### src/rtl/cxmw_pkg.sv
// Shared constants, bus carriers and state types of the transceiver mode and wake controller
package cxmw_pkg;

  // Register bus geometry
  localparam int unsigned ADDR_W = 8;
  localparam int unsigned DATA_W = 32;

  // Register byte addresses
  localparam logic [ADDR_W-1:0] CTRL_ADDR   = 8'h00;
  localparam logic [ADDR_W-1:0] STATUS_ADDR = 8'h04;

  // Control register fields
  localparam int unsigned CTRL_LWU_STBY_BIT   = 0;
  localparam int unsigned CTRL_LWU_STBY_RESET = 0;

  // Status register fields
  localparam int unsigned ST_MODE_LSB      = 0;
  localparam int unsigned ST_MODE_W        = 3;
  localparam int unsigned ST_WAKE_REQUEST_FLAG_BIT    = 3;
  localparam int unsigned ST_POWER_ON_FLAG_BIT     = 4;
  localparam int unsigned ST_SRC_REM_BIT   = 5;
  localparam int unsigned ST_SRC_LOC_BIT   = 6;
  localparam int unsigned ST_LFAIL_BIT     = 7;
  localparam int unsigned ST_PHASE_LSB     = 8;
  localparam int unsigned ST_PHASE_W       = 2;

  // Clock and timing figures
  localparam int unsigned CLK_MHZ          = 25;
  localparam int unsigned SLEEP_DELAY_US   = 50;
  localparam int unsigned WAKE_FILTER_NS   = 1000;
  localparam int unsigned WAKE_TIMEOUT_US  = 1000;
  localparam int unsigned SLEEP_DELAY_CYC  = SLEEP_DELAY_US * CLK_MHZ;
  localparam int unsigned WAKE_FILTER_CYC  = (WAKE_FILTER_NS * CLK_MHZ + 999) / 1000;
  localparam int unsigned WAKE_TIMEOUT_CYC = WAKE_TIMEOUT_US * CLK_MHZ;
  // One bit at 500 kbit/s lasts 2000 ns
  localparam int unsigned SLOW_BIT_NS      = 2000;

  // Operating modes
  typedef enum logic [2:0] {
    MODE_STANDBY,
    MODE_NORMAL,
    MODE_SILENT,
    MODE_GOTOSLEEP,
    MODE_SLEEP
  } cxmw_mode_type;

  // Remote wake pattern detector phases
  typedef enum logic [1:0] {
    WUP_IDLE,
    WUP_WAIT_REC,
    WUP_WAIT_DOM
  } cxmw_wup_type;

  // Classic Wishbone request and answer
  typedef struct packed {
    logic              cyc;
    logic              stb;
    logic              we;
    logic [ADDR_W-1:0] adr;
    logic [3:0]        sel;
    logic [DATA_W-1:0] dat;
  } cxmw_wb_req_type;

  typedef struct packed {
    logic              ack;
    logic [DATA_W-1:0] dat;
  } cxmw_wb_rsp_type;

endpackage

### src/rtl/cxmw_top.sv
// Mode control and wake detection of a CAN FD transceiver, with a Wishbone status port
//
// Notes on behaviour
// - EN high, standby request low: go-to-sleep
// - After sleep delay: sleep, supply enable off
// - Normal: drive bus from transmit, mirror bus
// - Entering normal clears wake and power-on flags
// - Silent: driver off, receiver still mirrors bus
// - Silent: fault pin shows power-on, local failure
// - Standby: driver, receiver off; supply enable on
// - Standby: receive output low on pending wake
// - Back in normal, fault pin shows a local wake source
// - Pending wake keeps standby instead of sleep
// - Sleep: bus and wake pin monitors stay on
// - Sleep exits: remote wake, local wake, request
// - Remote wake detector runs in standby, sleep
// - Dominant, recessive, dominant; traffic never resets
// - Second dominant done: recognise, receive output low
// - Hold wake until I/O supply valid
// - State filtered only after exceeding filter time
// - Filter shorter than one 500k bit
// - Pattern must finish within timeout, else reset
// - Either wake pin edge raises local wake
// - Local wake on in sleep, off in normal
// - Request and mode-select pins choose the mode
`timescale 1ns/100ps
module cxmw_top #(
  parameter int unsigned SLEEP_CYC   = cxmw_pkg::SLEEP_DELAY_CYC,
  parameter int unsigned FILTER_CYC  = cxmw_pkg::WAKE_FILTER_CYC,
  parameter int unsigned TIMEOUT_CYC = cxmw_pkg::WAKE_TIMEOUT_CYC
) (
  input  wire logic                      clk_i,
  input  wire logic                      rst_i,
  input  wire cxmw_pkg::cxmw_wb_req_type wb_req_i,
  output cxmw_pkg::cxmw_wb_rsp_type      wb_rsp_o,
  input  wire logic                      txd_i,
  input  wire logic                      mode_select_i,
  input  wire logic                      low_power_request_n_i,
  input  wire logic                      bus_dominant_i,
  input  wire logic                      wake_pin_i,
  input  wire logic                      core_supply_ok_i,
  input  wire logic                      io_supply_ok_i,
  input  wire logic                      battery_supply_ok_i,
  input  wire logic                      local_failure_i,
  output logic                           bus_drive_dominant_o,
  output logic                           bus_driver_en_o,
  output logic                           receiver_en_o,
  output logic                           low_power_monitor_en_o,
  output logic                           rxd_o,
  output logic                           rxd_oe_o,
  output logic                           supply_enable_out_o,
  output logic                           supply_enable_oe_o,
  output logic                           fault_indicator_n_o
);

  // Sleep and timeout counters need room for their own figure, the filter run for one more
  localparam int unsigned SLP_W = $clog2(SLEEP_CYC + 1);
  localparam int unsigned FLT_W = $clog2(FILTER_CYC + 2);
  localparam int unsigned TMO_W = $clog2(TIMEOUT_CYC + 1);

  // Refuse timings the counters cannot serve
  if (SLEEP_CYC < 1 || FILTER_CYC < 1 || TIMEOUT_CYC <= 3 * FILTER_CYC) begin : g_bad_timing
    $error("cxmw_top: timing parameters out of range");
  end
  if (FILTER_CYC * 1000 >= cxmw_pkg::SLOW_BIT_NS * cxmw_pkg::CLK_MHZ) begin : g_bad_filter
    $error("cxmw_top: wake filter longer than one slow bit");
  end

  // Battery loss clears the protected state without a clock edge
  logic batt_lost;
  assign batt_lost = ~battery_supply_ok_i;

  // Two-stage synchronisers for every pin-level input except transmit and battery supply
  logic [6:0] sync1_q;
  logic [6:0] sync2_q;
  always_ff @(posedge clk_i) begin
    sync1_q <= {local_failure_i, io_supply_ok_i, core_supply_ok_i, wake_pin_i,
                bus_dominant_i, low_power_request_n_i, mode_select_i};
    sync2_q <= sync1_q;
  end

  logic en_s, stb_n_s, dom_s, wake_s, core_ok, io_ok, lfail_s;
  assign {lfail_s, io_ok, core_ok, wake_s, dom_s, stb_n_s, en_s} = sync2_q;

  logic supplies_ok;
  assign supplies_ok = core_ok & io_ok;

  cxmw_pkg::cxmw_mode_type mode_q;
  cxmw_pkg::cxmw_mode_type mode_d;
  logic                    wake_request_flag_q;
  logic                    power_on_flag_q;
  logic                    src_rem_q;
  logic                    src_loc_q;
  logic                    lwu_stby_en_q;
  logic                    wup_hit;
  logic                    lwu_hit;

  // Monitors sit idle while the link is active
  function automatic logic low_power_mode(input cxmw_pkg::cxmw_mode_type m);
    return (m == cxmw_pkg::MODE_STANDBY) || (m == cxmw_pkg::MODE_GOTOSLEEP) || (m == cxmw_pkg::MODE_SLEEP);
  endfunction

  // ---------------- Bus state filter ----------------
  // Run length of the current bus level, saturating one past the filter
  logic             last_dom_q;
  logic [FLT_W-1:0] run_q;
  logic             flt_event;
  always_ff @(posedge clk_i) begin
    if (rst_i) begin
      last_dom_q <= 1'b0;
      run_q      <= '0;
    end else begin
      last_dom_q <= dom_s;
      if (dom_s != last_dom_q) begin
        run_q <= '0;
      end else if (run_q <= FLT_W'(FILTER_CYC)) begin
        run_q <= run_q + 1'b1;
      end
    end
  end
  // Counts once, only when the level has outlasted the filter time
  assign flt_event = (dom_s == last_dom_q) && (run_q == FLT_W'(FILTER_CYC));

  // ---------------- Remote wake pattern detector ----------------
  cxmw_pkg::cxmw_wup_type wup_q;
  logic [TMO_W-1:0]       tmo_q;
  logic                   tmo_done;
  assign tmo_done = (tmo_q == TMO_W'(TIMEOUT_CYC));

  always_ff @(posedge clk_i or posedge batt_lost) begin
    if (batt_lost) begin
      wup_q <= cxmw_pkg::WUP_IDLE;
      tmo_q <= '0;
    end else if (rst_i || !low_power_mode(mode_q)) begin
      wup_q <= cxmw_pkg::WUP_IDLE;
      tmo_q <= '0;
    end else begin
      case (wup_q)
        cxmw_pkg::WUP_IDLE: begin
          tmo_q <= '0;
          if (flt_event && dom_s) begin
            wup_q <= cxmw_pkg::WUP_WAIT_REC;
          end
        end
        cxmw_pkg::WUP_WAIT_REC: begin
          tmo_q <= tmo_q + 1'b1;
          if (tmo_done) begin
            wup_q <= cxmw_pkg::WUP_IDLE;
          end else if (flt_event && !dom_s) begin
            wup_q <= cxmw_pkg::WUP_WAIT_DOM;
          end
        end
        cxmw_pkg::WUP_WAIT_DOM: begin
          tmo_q <= tmo_q + 1'b1;
          if (tmo_done) begin
            wup_q <= cxmw_pkg::WUP_IDLE;
          end else if (flt_event && dom_s) begin
            wup_q <= cxmw_pkg::WUP_IDLE;
          end
        end
        default: begin
          wup_q <= cxmw_pkg::WUP_IDLE;
          tmo_q <= '0;
        end
      endcase
    end
  end
  // A dominant still standing at timeout has its run saturated, so the far node must release first
  assign wup_hit = (wup_q == cxmw_pkg::WUP_WAIT_DOM) && !tmo_done && flt_event && dom_s;

  // ---------------- Local wake pin monitor ----------------
  logic wake_prev_q;
  logic lwu_active;
  assign lwu_active = (mode_q == cxmw_pkg::MODE_SLEEP) ||
                      (lwu_stby_en_q && (mode_q == cxmw_pkg::MODE_STANDBY || mode_q == cxmw_pkg::MODE_GOTOSLEEP));
  always_ff @(posedge clk_i) begin
    if (rst_i) begin
      wake_prev_q <= 1'b0;
    end else begin
      wake_prev_q <= wake_s;
    end
  end
  // Prev level tracks even while off, so switching on never fakes an edge
  assign lwu_hit = lwu_active && (wake_s != wake_prev_q);

  // ---------------- Mode machine ----------------
  logic [SLP_W-1:0] slp_q;
  logic             slp_done;
  assign slp_done = (slp_q == SLP_W'(SLEEP_CYC));

  always_comb begin
    mode_d = mode_q;
    case (mode_q)
      cxmw_pkg::MODE_SLEEP: begin
        if (stb_n_s && supplies_ok) begin
          mode_d = en_s ? cxmw_pkg::MODE_NORMAL : cxmw_pkg::MODE_SILENT;
        end else if (wup_hit || lwu_hit) begin
          mode_d = cxmw_pkg::MODE_STANDBY;
        end
      end
      cxmw_pkg::MODE_STANDBY, cxmw_pkg::MODE_NORMAL, cxmw_pkg::MODE_SILENT, cxmw_pkg::MODE_GOTOSLEEP: begin
        if (stb_n_s) begin
          if (!supplies_ok) begin
            mode_d = cxmw_pkg::MODE_STANDBY;
          end else begin
            mode_d = en_s ? cxmw_pkg::MODE_NORMAL : cxmw_pkg::MODE_SILENT;
          end
        end else if (!en_s) begin
          mode_d = cxmw_pkg::MODE_STANDBY;
        end else if (wake_request_flag_q || wup_hit || lwu_hit) begin
          mode_d = cxmw_pkg::MODE_STANDBY;
        end else if (mode_q == cxmw_pkg::MODE_GOTOSLEEP && slp_done) begin
          mode_d = cxmw_pkg::MODE_SLEEP;
        end else begin
          mode_d = cxmw_pkg::MODE_GOTOSLEEP;
        end
      end
      default: mode_d = cxmw_pkg::MODE_STANDBY;
    endcase
  end

  always_ff @(posedge clk_i or posedge batt_lost) begin
    if (batt_lost) begin
      mode_q <= cxmw_pkg::MODE_STANDBY;
    end else if (rst_i) begin
      mode_q <= cxmw_pkg::MODE_STANDBY;
    end else begin
      mode_q <= mode_d;
    end
  end

  // Sleep entry delay counts only while go-to-sleep is held
  always_ff @(posedge clk_i or posedge batt_lost) begin
    if (batt_lost) begin
      slp_q <= '0;
    end else if (rst_i || mode_q != cxmw_pkg::MODE_GOTOSLEEP) begin
      slp_q <= '0;
    end else if (!slp_done) begin
      slp_q <= slp_q + 1'b1;
    end
  end

  // ---------------- Flags ----------------
  logic enter_normal;
  assign enter_normal = (mode_d == cxmw_pkg::MODE_NORMAL) && (mode_q != cxmw_pkg::MODE_NORMAL);

  // Wake arriving in the very cycle of the clear is kept
  always_ff @(posedge clk_i or posedge batt_lost) begin
    if (batt_lost) begin
      wake_request_flag_q <= 1'b0;
      power_on_flag_q  <= 1'b1;
    end else if (rst_i) begin
      wake_request_flag_q <= 1'b0;
      power_on_flag_q  <= 1'b1;
    end else begin
      if (wup_hit || lwu_hit) begin
        wake_request_flag_q <= 1'b1;
      end else if (enter_normal) begin
        wake_request_flag_q <= 1'b0;
      end
      if (enter_normal) begin
        power_on_flag_q <= 1'b0;
      end
    end
  end

  // Last wake source, kept for reporting after return to normal
  always_ff @(posedge clk_i or posedge batt_lost) begin
    if (batt_lost) begin
      src_rem_q <= 1'b0;
      src_loc_q <= 1'b0;
    end else if (rst_i) begin
      src_rem_q <= 1'b0;
      src_loc_q <= 1'b0;
    end else if (wup_hit || lwu_hit) begin
      src_rem_q <= wup_hit;
      src_loc_q <= lwu_hit;
    end
  end

  // ---------------- Pin outputs ----------------
  always_ff @(posedge clk_i) begin
    if (rst_i) begin
      bus_drive_dominant_o   <= 1'b0;
      bus_driver_en_o        <= 1'b0;
      receiver_en_o          <= 1'b0;
      low_power_monitor_en_o <= 1'b1;
      rxd_o                  <= 1'b1;
      rxd_oe_o               <= 1'b0;
      supply_enable_out_o    <= 1'b1;
      supply_enable_oe_o     <= 1'b1;
      fault_indicator_n_o    <= 1'b1;
    end else begin
      bus_driver_en_o        <= (mode_q == cxmw_pkg::MODE_NORMAL);
      bus_drive_dominant_o   <= (mode_q == cxmw_pkg::MODE_NORMAL) && !txd_i;
      receiver_en_o          <= (mode_q == cxmw_pkg::MODE_NORMAL) || (mode_q == cxmw_pkg::MODE_SILENT);
      low_power_monitor_en_o <= low_power_mode(mode_q);
      supply_enable_out_o    <= 1'b1;
      supply_enable_oe_o     <= (mode_q != cxmw_pkg::MODE_SLEEP);
      // Receive output only drives with a valid I/O supply
      rxd_oe_o <= io_ok;
      case (mode_q)
        cxmw_pkg::MODE_NORMAL, cxmw_pkg::MODE_SILENT: rxd_o <= !dom_s;
        cxmw_pkg::MODE_STANDBY:                     rxd_o <= !wake_request_flag_q;
        default:                                    rxd_o <= 1'b1;
      endcase
      case (mode_q)
        cxmw_pkg::MODE_SILENT: fault_indicator_n_o <= !(power_on_flag_q || lfail_s);
        cxmw_pkg::MODE_NORMAL: fault_indicator_n_o <= !src_loc_q;
        default:               fault_indicator_n_o <= 1'b1;
      endcase
    end
  end

  // ---------------- Wishbone slave ----------------
  logic              ack_q;
  logic [31:0]       rdat_q;
  logic              wb_hit;
  assign wb_hit = wb_req_i.cyc && wb_req_i.stb && !ack_q;

  function automatic logic [31:0] status_word();
    logic [31:0] w;
    w = '0;
    w[cxmw_pkg::ST_MODE_LSB +: cxmw_pkg::ST_MODE_W]   = mode_q;
    w[cxmw_pkg::ST_WAKE_REQUEST_FLAG_BIT]                        = wake_request_flag_q;
    w[cxmw_pkg::ST_POWER_ON_FLAG_BIT]                         = power_on_flag_q;
    w[cxmw_pkg::ST_SRC_REM_BIT]                       = src_rem_q;
    w[cxmw_pkg::ST_SRC_LOC_BIT]                       = src_loc_q;
    w[cxmw_pkg::ST_LFAIL_BIT]                         = lfail_s;
    w[cxmw_pkg::ST_PHASE_LSB +: cxmw_pkg::ST_PHASE_W] = wup_q;
    return w;
  endfunction

  // One wait state; unmapped reads answer zero, unmapped writes are dropped
  always_ff @(posedge clk_i) begin
    if (rst_i) begin
      ack_q         <= 1'b0;
      rdat_q        <= '0;
      lwu_stby_en_q <= 1'(cxmw_pkg::CTRL_LWU_STBY_RESET);
    end else begin
      ack_q  <= wb_hit;
      rdat_q <= '0;
      if (wb_hit && !wb_req_i.we) begin
        if (wb_req_i.adr == cxmw_pkg::CTRL_ADDR) begin
          rdat_q[cxmw_pkg::CTRL_LWU_STBY_BIT] <= lwu_stby_en_q;
        end else if (wb_req_i.adr == cxmw_pkg::STATUS_ADDR) begin
          rdat_q <= status_word();
        end
      end
      if (wb_hit && wb_req_i.we && wb_req_i.sel[0] && wb_req_i.adr == cxmw_pkg::CTRL_ADDR) begin
        lwu_stby_en_q <= wb_req_i.dat[cxmw_pkg::CTRL_LWU_STBY_BIT];
      end
    end
  end
  assign wb_rsp_o.ack = ack_q;
  assign wb_rsp_o.dat = rdat_q;
endmodule

### config.mk
export PLATFORM = sky130hd
export DESIGN_NAME = cxmw_top
export DESIGN_NICKNAME = d
export VERILOG_FILES = /design/src/rtl/cxmw_pkg.sv /design/src/rtl/cxmw_top.sv
export SDC_FILE = /design/constraint.sdc
export NUM_CORES = 1
export LEC_CHECK = 0
export ABC_CLOCK_PERIOD_IN_PS = 2000
export BUFFER_PORTS_ARGS = -buffer_cell sky130_fd_sc_hd__buf_4
export CAP_MARGIN = 20
export CORE_MARGIN = 5
export CORE_UTILIZATION = 30
export DETAILED_ROUTE_END_ITERATION = 12
export GPL_TIMING_DRIVEN = 0
export PLACE_DENSITY_LB_ADDON = 0.08
export SYNTH_ARGS = -nofsm -noshare
export SYNTH_HDL_FRONTEND = slang
export SYNTH_SLANG_ARGS = --single-unit
### constraint.sdc
create_clock -name clk_i -period 2 [get_ports clk_i]
set_input_delay 0.2 -clock clk_i [delete_from_list [all_inputs] [get_ports clk_i]]
set_output_delay 0.2 -clock clk_i [all_outputs]
set_load 0.02 [all_outputs]
==> flow_summary.ini, run 1 <==
[run_status]
status = completed

[power_and_ir_drop]
combinationalPowerShare_pct = 7.4
peakVddDrop_mv = 0.345
p_leak_nw = 1.86
internal_power_w = 0.00220
power_w = 0.00295
switchingPower_w = 0.000753
swShare_pct = 25.5
p_seq_share_pct = 53.3
power_frac_clock_pct = 39.3
powerDensity_mw_per_mm2 = 704

[placed_design]
port_buffers = 42
gp_congestion = 0.739
dp_hpwl_um = 4800

[sta]
drv_slew = 0
period_share_pct = 95.0
finalSetupTns_ns = 0
setup_viol = 0
timing.slew.headroom_pct = 63.4
finalCriticalPeriod_ns = 1.90
hold_viol_final = 0
tightest_slew_ns = 0.548
clock_skew_ns = 0.0131
whs_ns = 0.0467
fmax_ghz = 0.526
rsz0062_at_grt = no

[yosys]
avgSynthCellArea_um2 = 10.0
synth.most_common_cell = nor2_1
synth_cell_types = 51
ys_warn_count = 0
ys_async_sr_fraction_pct = 46.1
synthTopCellsByCount = nor2_1 (44), dfxtp_1 (41), dfrtp_1 (34)
synth_area_mm2 = 0.00326
synthTopCellsByArea = dfrtp_1 (26%), dfxtp_1 (25%), buf_4 (5.5%), nor2_1 (5.1%), xor2_1 (4.0%)
synth_top_area_share_pct = 26.1
ys_seq_elements = 76
synthCells = 324
synthFlopType = dfxtp_1
yosysSeqAreaShare_pct = 52.2
synth-edff-count = 0
yosysTopAreaCell = dfrtp_1

[grt]
grt_max_degree = 36
grt_pass1_wl_um = 11500
grt_antenna_before_repair = 0
first_global_vias = 2420
track_usage_pct = 11.0
grt-ovfl-total = 0

[route]
drc = 0
finalWirelength_um = 6700
drtAntennaViolNets = 0
drtIter0Drc = 68
dr_total_vias = 2355
first_pass_iters = 4
drt-vias-per-instance = 4.27
wire_per_inst_um = 12.2

[setup_path]
required_ns = 2.24
endpoint = mode_q[1]
cp.arrival_ns = 2.14
r2r_cells = 3
worstSetupStartpoint = mode_q[2]
reg2reg_slack_ns = 0.10
worstSetupStartpointType = register
r2r-start = mode_q[2]
timing.rr.end = mode_q[1]
end_kind = register
worst-setup-path-type = reg -> reg
crit_fanout = 10

[floorplan]
dieArea_mm2 = 0.0130
die_h_um = 114
io_pins = 100
die-width_um = 114
initial_core_util_pct = 30.3
fp-row-count = 38
core_mm2 = 0.0107

[clocking]
cts_inserted_buffers = 9
clk_latency_ns = 0.35
clockRootBuffer = clkbuf_8
cts_buffer_depth = 2
cts_tree = built
cts_max_level = 3
cts.sinks = 76
clk_transition_reported_paths_ns = 0.09

[cells_and_area]
layout-area-overhead-vs-synth_pct = 28.9
n_fill_cell = 1120
diodes = 0
final_nets = 474
drive_gt1_share_pct = 24.8

[run]
maxCapViolations = 0

[hold_path]
hp-class = in -> reg
==> how the worst min path moves through the flow <==
stage                              startpoint   endpoint  slack (ns)  depth (start not counted)
after floorplan           battery_supply_ok_i  mode_q[0]        -0.1                          0
after CTS                        wb_req_i[44]  rdat_q[0]        0.03                          2
final                            wb_req_i[44]  rdat_q[0]        0.05                          2
after global routing             wb_req_i[44]  rdat_q[0]        0.03                          2
after global placement    battery_supply_ok_i   slp_q[5]        0.20                          1
after detailed placement  battery_supply_ok_i   slp_q[4]        0.20                          1
==> cell usage in the layout (no fill, tap or decap), types with 10 or more instances in the layout <==
master,n
nor2_1,44
nand2_1,21
dfxtp_1,41
nand3_1,10
dfrtp_1,31
ha_1,10
and2_1,10
xor2_1,15
conb_1,23
inv_1,13
buf_4,68
==> area by class of cell <==
class / instances / area [µm²] / share of cell area (%)
Sequential cell: 76 / 1700 / 40.6
Multi-Input combinational cell: 224 / 1450 / 34.6
Timing Repair Buffer: 53 / 420 / 10.0
Buffer: 29 / 200 / 4.77
Tap cell: 140 / 175 / 4.18
Clock buffer: 10 / 149 / 3.55
Clock inverter: 6 / 48.8 / 1.16
Inverter: 13 / 48.8 / 1.16
==> per-stage QoR <==
stage | utilization, % | instance area [µm²] | std cells | setup slack, ns
2_1_floorplan | - | 3330 | 345 | 0.141
3_3_place_gp | 35.6 | 3820 | 527 | -0.294
3_5_place_dp | 35.6 | 3820 | 527 | -0.279
4_1_cts | 38.6 | 4150 | 549 | 0.0154
5_1_grt | 39.0 | 4200 | 551 | 0.0193
6_report | 39.0 | 4200 | 551 | 0.100
==> metal layers <==
metal | global-route usage (%) | routed length (µm)
met1 | 14.8 | 3360
met2 | 16.7 | 2900
met3 | 3.49 | 364
met4 | 3.56 | 71
met5 | 0 | 0
==> power groups by stage <==
stage                     Clock, W  Combinational (W)  Sequential, W
after CTS                  0.00121           0.000219        0.00157
after floorplan                  0           0.000122        0.00160
final                      0.00116           0.000218        0.00157
after global placement           0           0.000208        0.00160
after global routing       0.00128           0.000241        0.00158
after detailed placement         0           0.000208        0.00160
==> sequential cells by signal, indices dropped and copies added, names as in the netlist, 2 cells and up <==
signal   count
sync1_q      7
tmo_q       15
sync2_q      7
run_q        5
mode_q       3
rdat_q      10
wup_q        2
slp_q       11
==> repair_timing <==
action	CTS	global route
resized for setup	9	6
setup endpoints to repair	12	4
buffers inserted	0	2
pin swaps	1	2
hold endpoints to repair	42	0
hold buffers	9	0
==> cells by family after synthesis <==
| family | count (synthesis) | synth area share [%] |
|---|---|---|
| buffers and inverters | 45 | 7.96 |
| AND/OR/NAND/NOR | 135 | 22.0 |
| XOR/XNOR | 24 | 6.46 |
| multiplexers | 5 | 1.58 |
| flip-flops | 76 | 52.2 |
| other | 2 | 0.231 |
| AO/OA/AOI/OAI | 27 | 5.77 |
| adder cells (fa/ha/maj) | 10 | 3.84 |
==> worst max-delay path, cell delays in order, from the launching register on <==
cell     delay [ns]
dfrtp_2        0.48
or4b_2         0.71
or4_4          0.54
o41ai_1        0.08
Power figures use the tool's default switching activity.
==> run 2, diff against run 1 <==
Settings changed: CORE_MARGIN 5 to 8.
==> run 2 against run 1 <==
  * Largest power group unchanged
  * Critical path type unchanged
  * Sequential share of layout area hardly changed
  * Critical path depth did not move
  * Largest cell class unchanged
  * Sequential cell count did not move
  * Clock skew barely moved
  * Combinational power barely moved
  * Die area rose by 11%
==> flow_summary.ini, run 2 (synthesized netlist as in run 1, its figures left out) <==
[run_status]
status = completed

[floorplan]
die-width_um = 120
core_mm2 = 0.0107
die_h_um = 120
initial_core_util_pct = 30.4
fp-row-count = 38
dieArea_mm2 = 0.0144
io_pins = 100

[power_and_ir_drop]
power_frac_clock_pct = 42.9
p_leak_nw = 1.85
peakVddDrop_mv = 0.291
powerDensity_mw_per_mm2 = 745
internal_power_w = 0.00239
power_w = 0.00313
combinationalPowerShare_pct = 6.9
p_seq_share_pct = 50.2
switchingPower_w = 0.000741
swShare_pct = 23.7

[placed_design]
gp_congestion = 0.724
dp.cells = 527
port_buffers = 42
dpl-instance-area_mm2 = 0.00382
dp_hpwl_um = 4930
dp_slack_ns = -0.228

[sta]
clock_skew_ns = 0.0130
fmax_ghz = 0.523
timing.slew.headroom_pct = 61.0
setup_viol = 0
whs_ns = 0.0467
setup_ws_ns = 0.0888
drv_slew = 0
finalCriticalPeriod_ns = 1.91
rsz0062_at_grt = no
hold_viol_final = 0
tightest_slew_ns = 0.583
period_share_pct = 95.6

[setup_path]
crit_fanout = 10
worst-setup-path-type = reg -> reg
end_kind = register
r2r-start = mode_q[2]
required_ns = 2.25
worstSetupStartpointType = register
worstSetupStartpoint = mode_q[2]
cp.arrival_ns = 2.16

[grt]
grt_antenna_before_repair = 0
grt-ovfl-total = 0
track_usage_pct = 10.2
grt_max_degree = 36
grt_pass1_wl_um = 11900
first_global_vias = 2427

[clocking]
clk_transition_reported_paths_ns = 0.08
cts_tree = built
cts_buffer_depth = 2
cts.sinks = 76
clockRootBuffer = clkbuf_8
clk_latency_ns = 0.35
cts_max_level = 3
cts_inserted_buffers = 9

[cells_and_area]
top_register = tmo_q
diodes = 0
finalNonFillerCells = 552
reg_top3 = tmo_q (15), slp_q (11), rdat_q (10)
stdcell_area_mm2 = 0.00420
largest_reg_flops = 15
final_nets = 475
layout_commonest_cell = buf_4
layout_common_cells = buf_4 (69), nor2_1 (44), dfxtp_1 (41), dfrtp_1 (30), conb_1 (23)
layout-area-overhead-vs-synth_pct = 29.1
drive_gt1_share_pct = 24.3

[route]
finalWirelength_um = 6920
drtAntennaViolNets = 0
drt-vias-per-instance = 4.23
dr_total_vias = 2333
drtIter0Drc = 71
wire_per_inst_um = 12.5
drc = 0
first_pass_iters = 4

[hold_path]
min_from = wb_req_i[44]
hp-class = in -> reg

[run]
maxCapViolations = 0
## run 2: cell types whose count changed in the layout (fill, tap and decap cells not counted), sizes merged
cell,change
clkinv,+1
clkinvlp,-1
clkbuf,+1
inv,-2
bufinv,+1
buf,+1
## run 2: worst max-delay path, cell delays in order (launching register included)
cell and delay, ns:
dfrtp_2 0.48, or4b_2 0.70, or4_1 0.55, o41ai_1 0.08
## run 2: area by class of cell
| class | count | area (µm²) |
|---|---|---|
| Multi-Input combinational cell | 224 | 1410 |
| Inverter | 13 | 48.8 |
| Clock buffer | 11 | 174 |
| Clock inverter | 5 | 60.1 |
| Timing Repair Buffer | 54 | 428 |
| Buffer | 29 | 200 |
| Sequential cell | 76 | 1700 |
| Fill cell | 1087 | 6500 |
| Tap cell | 140 | 175 |
## run 2: through the flow
stage / utilization, % / TNS, ns
floorplan: - / 0
global placement: 35.8 / -2.19
detailed placement: 35.8 / -2.89
CTS: 39.1 / 0
global route: 39.3 / 0
finish: 39.3 / 0
## run 2: per-layer routing
metal / global-route usage [%] / wire (µm) / vias to the layer above
met5: 0 / 0 / -
met4: 5.39 / 143 / 0
met3: 2.84 / 336 / 14
met2: 14.2 / 2810 / 54
met1: 14.0 / 3630 / 1047
li1: - / - / 1218
## run 2: final timing paths
kind | to | cells after the start | slack (ns)
setup / recovery | mode_q[1] | 3 | 0.09
hold / removal | rdat_q[0] | 2 | 0.05
setup reg to reg | mode_q[1] | 3 | 0.09
hold reg to reg | sync2_q[0] | 0 | 0.33
max in group asynchronous | tmo_q[1] | 2 | 1.29
min in group asynchronous | slp_q[6] | 2 | 0.34
## run 2: power groups by stage
stage	combinational [W]	clock [W]	sequential (W)
detailed placement	0.000209	0	0.00160
global placement	0.000208	0	0.00160
CTS	0.000218	0.00139	0.00157
floorplan	0.000122	0	0.00160
global route	0.000240	0.00145	0.00158
finish	0.000216	0.00134	0.00157
## run 2: what timing repair did
action	in CTS	in global routing
gates resized for setup	6	5
hold buffers	9	0
endpoints found under the hold margin	42	0
endpoints found under the setup margin	12	12
setup buffers	1	2
pin swaps	2	2
==> run 3, diff against run 2 <==
Settings changed: CORE_UTILIZATION 30 to 46.
==> run 3 against run 2 <==
  * Non-clock buffer count fell by 1
  * Die area is 31% lower
  * Highest routed layer unchanged
  * First-iteration DRC count decreased by 45%
  * Global-route usage is 3.5 points higher
  * Utilization increased by 21 points
  * Clock-buffer cell count rose by 2
  * Critical endpoint unchanged
  * Sequential power about the same
  * Combinational power barely moved
  * Power fell by 3.3%
  * Via count grew 2.3%
  * Routed wire length shrank 6.6%
==> flow_summary.ini, run 3 (synthesized netlist as in run 1, its figures left out) <==
[grt]
track_usage_pct = 13.7
grt_use_met2_pct = 20.9
grt_pass1_wl_um = 11200
grt-ovfl-total = 0
globalRouteMet1Util_pct = 17.6
grt_max_degree = 36
grt_busiest_layer = met2
first_global_vias = 2392
grt_antenna_before_repair = 0
use_met3_pct = 4.36

[run]
maxCapViolations = 0

[sta]
drv_slew = 0
setup_ws_ns = 0.0683
period_share_pct = 96.6
clock_skew_ns = 0.00768
setup_viol = 0
rsz0062_at_grt = yes
finalCriticalPeriod_ns = 1.93
fmax_ghz = 0.518
timing.slew.headroom_pct = 65.8
hold_viol_final = 0
whs_ns = 0.0301
tightest_slew_ns = 0.510

[clocking]
clk_transition_reported_paths_ns = 0.08
cts.sinks = 76
clk_latency_ns = 0.33
cts_tree = built
clockRootBuffer = clkbuf_8
cts_buffer_depth = 2
cts_max_level = 3
cts_inserted_buffers = 9

[setup_path]
endpoint = mode_q[1]
crit_family = simple AND/OR/NAND/NOR gates
worst-setup-path-type = reg -> reg
cp.arrival_ns = 2.14
required_ns = 2.21
reg2reg_slack_ns = 0.07
crit_chain = or4b_2 -> or4_1 -> o41ai_1
crit_fanout = 10
r2r_cells = 3
cp.depth = 3
worstSetupStartpoint = mode_q[2]
worstSetupStartpointType = register
critical-path-max-stage-delay_ns = 0.70
r2r-start = mode_q[2]
path_buf_inv = 0
timing.rr.end = mode_q[1]
slowest_stage = or4b_2
end_kind = register

[placed_design]
dp_slack_ns = -0.205
dpl-instance-area_mm2 = 0.00377
dp.cells = 483
dp_hpwl_um = 4680
port_buffers = 42
gp_congestion = 0.852

[power_and_ir_drop]
peakVddDrop_mv = 0.381
p_leak_nw = 1.83
powerDensity_mw_per_mm2 = 732

[floorplan]
die-width_um = 100
initial_core_util_pct = 47.7
dieArea_mm2 = 0.0100
fp-row-count = 30
io_pins = 100
core_mm2 = 0.00683
die_h_um = 100

[cells_and_area]
reg_top3 = tmo_q (15), slp_q (11), rdat_q (10)
layout_common_cells = buf_4 (69), nor2_1 (44), dfxtp_1 (41), dfrtp_1 (29), conb_1 (23)
seqCellArea_mm2 = 0.00170
stdcell_area_mm2 = 0.00414
final_nets = 474
fin_util_pct = 60.5
top_register = tmo_q
multi_input_area_mm2 = 0.00142
n_fill_cell = 624
diodes = 0
layout_commonest_cell = buf_4
layout-area-overhead-vs-synth_pct = 27.0
drive_gt1_share_pct = 24.8
finalNonFillerCells = 507
largest_reg_flops = 15

[route]
drtIter0Drc = 39
wire_per_inst_um = 12.7
drtAntennaViolNets = 0
finalWirelength_um = 6460
drc = 0
drt-vias-per-instance = 4.71
first_pass_iters = 4
dr_total_vias = 2387

[run_status]
status = completed

[hold_path]
hp-class = in -> reg
==> run 3: cell types whose count changed in the layout (fill, tap and decap cells not counted), sizes merged <==
| cell | before | now |
|---|---|---|
| clkbuf | 15 | 17 |
| clkinvlp | 0 | 1 |
| dlygate4sd3 | 9 | 8 |
| inv | 16 | 13 |
==> run 3: final cells by class <==
class | count | area share, %
multi-input cells | 224 | 34.4
repair buffers | 53 | 10.1
clock inverters | 3 | 1.03
clock buffers | 13 | 4.33
plain buffers | 29 | 4.81
inverters | 13 | 1.18
well taps | 96 | 2.90
flip-flops and latches | 76 | 41.2
==> run 3: report_power, final <==
| part | switching (W) | leakage (nW) | total [W] | internal [W] |
|---|---|---|---|---|
| Clock | 0.000529 | 0.112 | 0.00124 | 0.000711 |
| Combinational | 0.000114 | 0.909 | 0.000214 | 0.0000999 |
| Sequential | 0.0000194 | 0.814 | 0.00157 | 0.00155 |
==> run 3: per-layer routing <==
metal  wire length (µm)  share of wire [%]
met5                  0                  0
met2               2820                 44
met1               3190                 49
met4                105                1.6
met3                348                5.4
==> run 3: worst min-delay path by stage <==
stage | startpoint | to | slack [ns] | cells after the start
finish | txd_i | bus_drive_dominant_o | 0.03 | 2
CTS | txd_i | bus_drive_dominant_o | 0.01 | 2
global route | txd_i | bus_drive_dominant_o | 0.02 | 2
detailed placement | battery_supply_ok_i | slp_q[7] | 0.18 | 1
floorplan | battery_supply_ok_i | mode_q[0] | -0.1 | 0
global placement | battery_supply_ok_i | slp_q[6] | 0.18 | 1
==> run 3: per-stage QoR <==
step / total power, W / setup TNS (ns)
final: 0.00303 / 0
after global routing: 0.00316 / -0.0170
after CTS: 0.00306 / 0
after detailed placement: 0.00181 / -2.06
after global placement: 0.00180 / -1.74
after floorplan: 0.00173 / 0
==> run 3: timing repair <==
action                                  CTS  global route
endpoints found under the setup margin    2            10
endpoints found under the hold margin    41             0
resized for setup                         6             6
hold buffers                              8             0
buffers inserted                          1             2
pin swaps                                 1             2
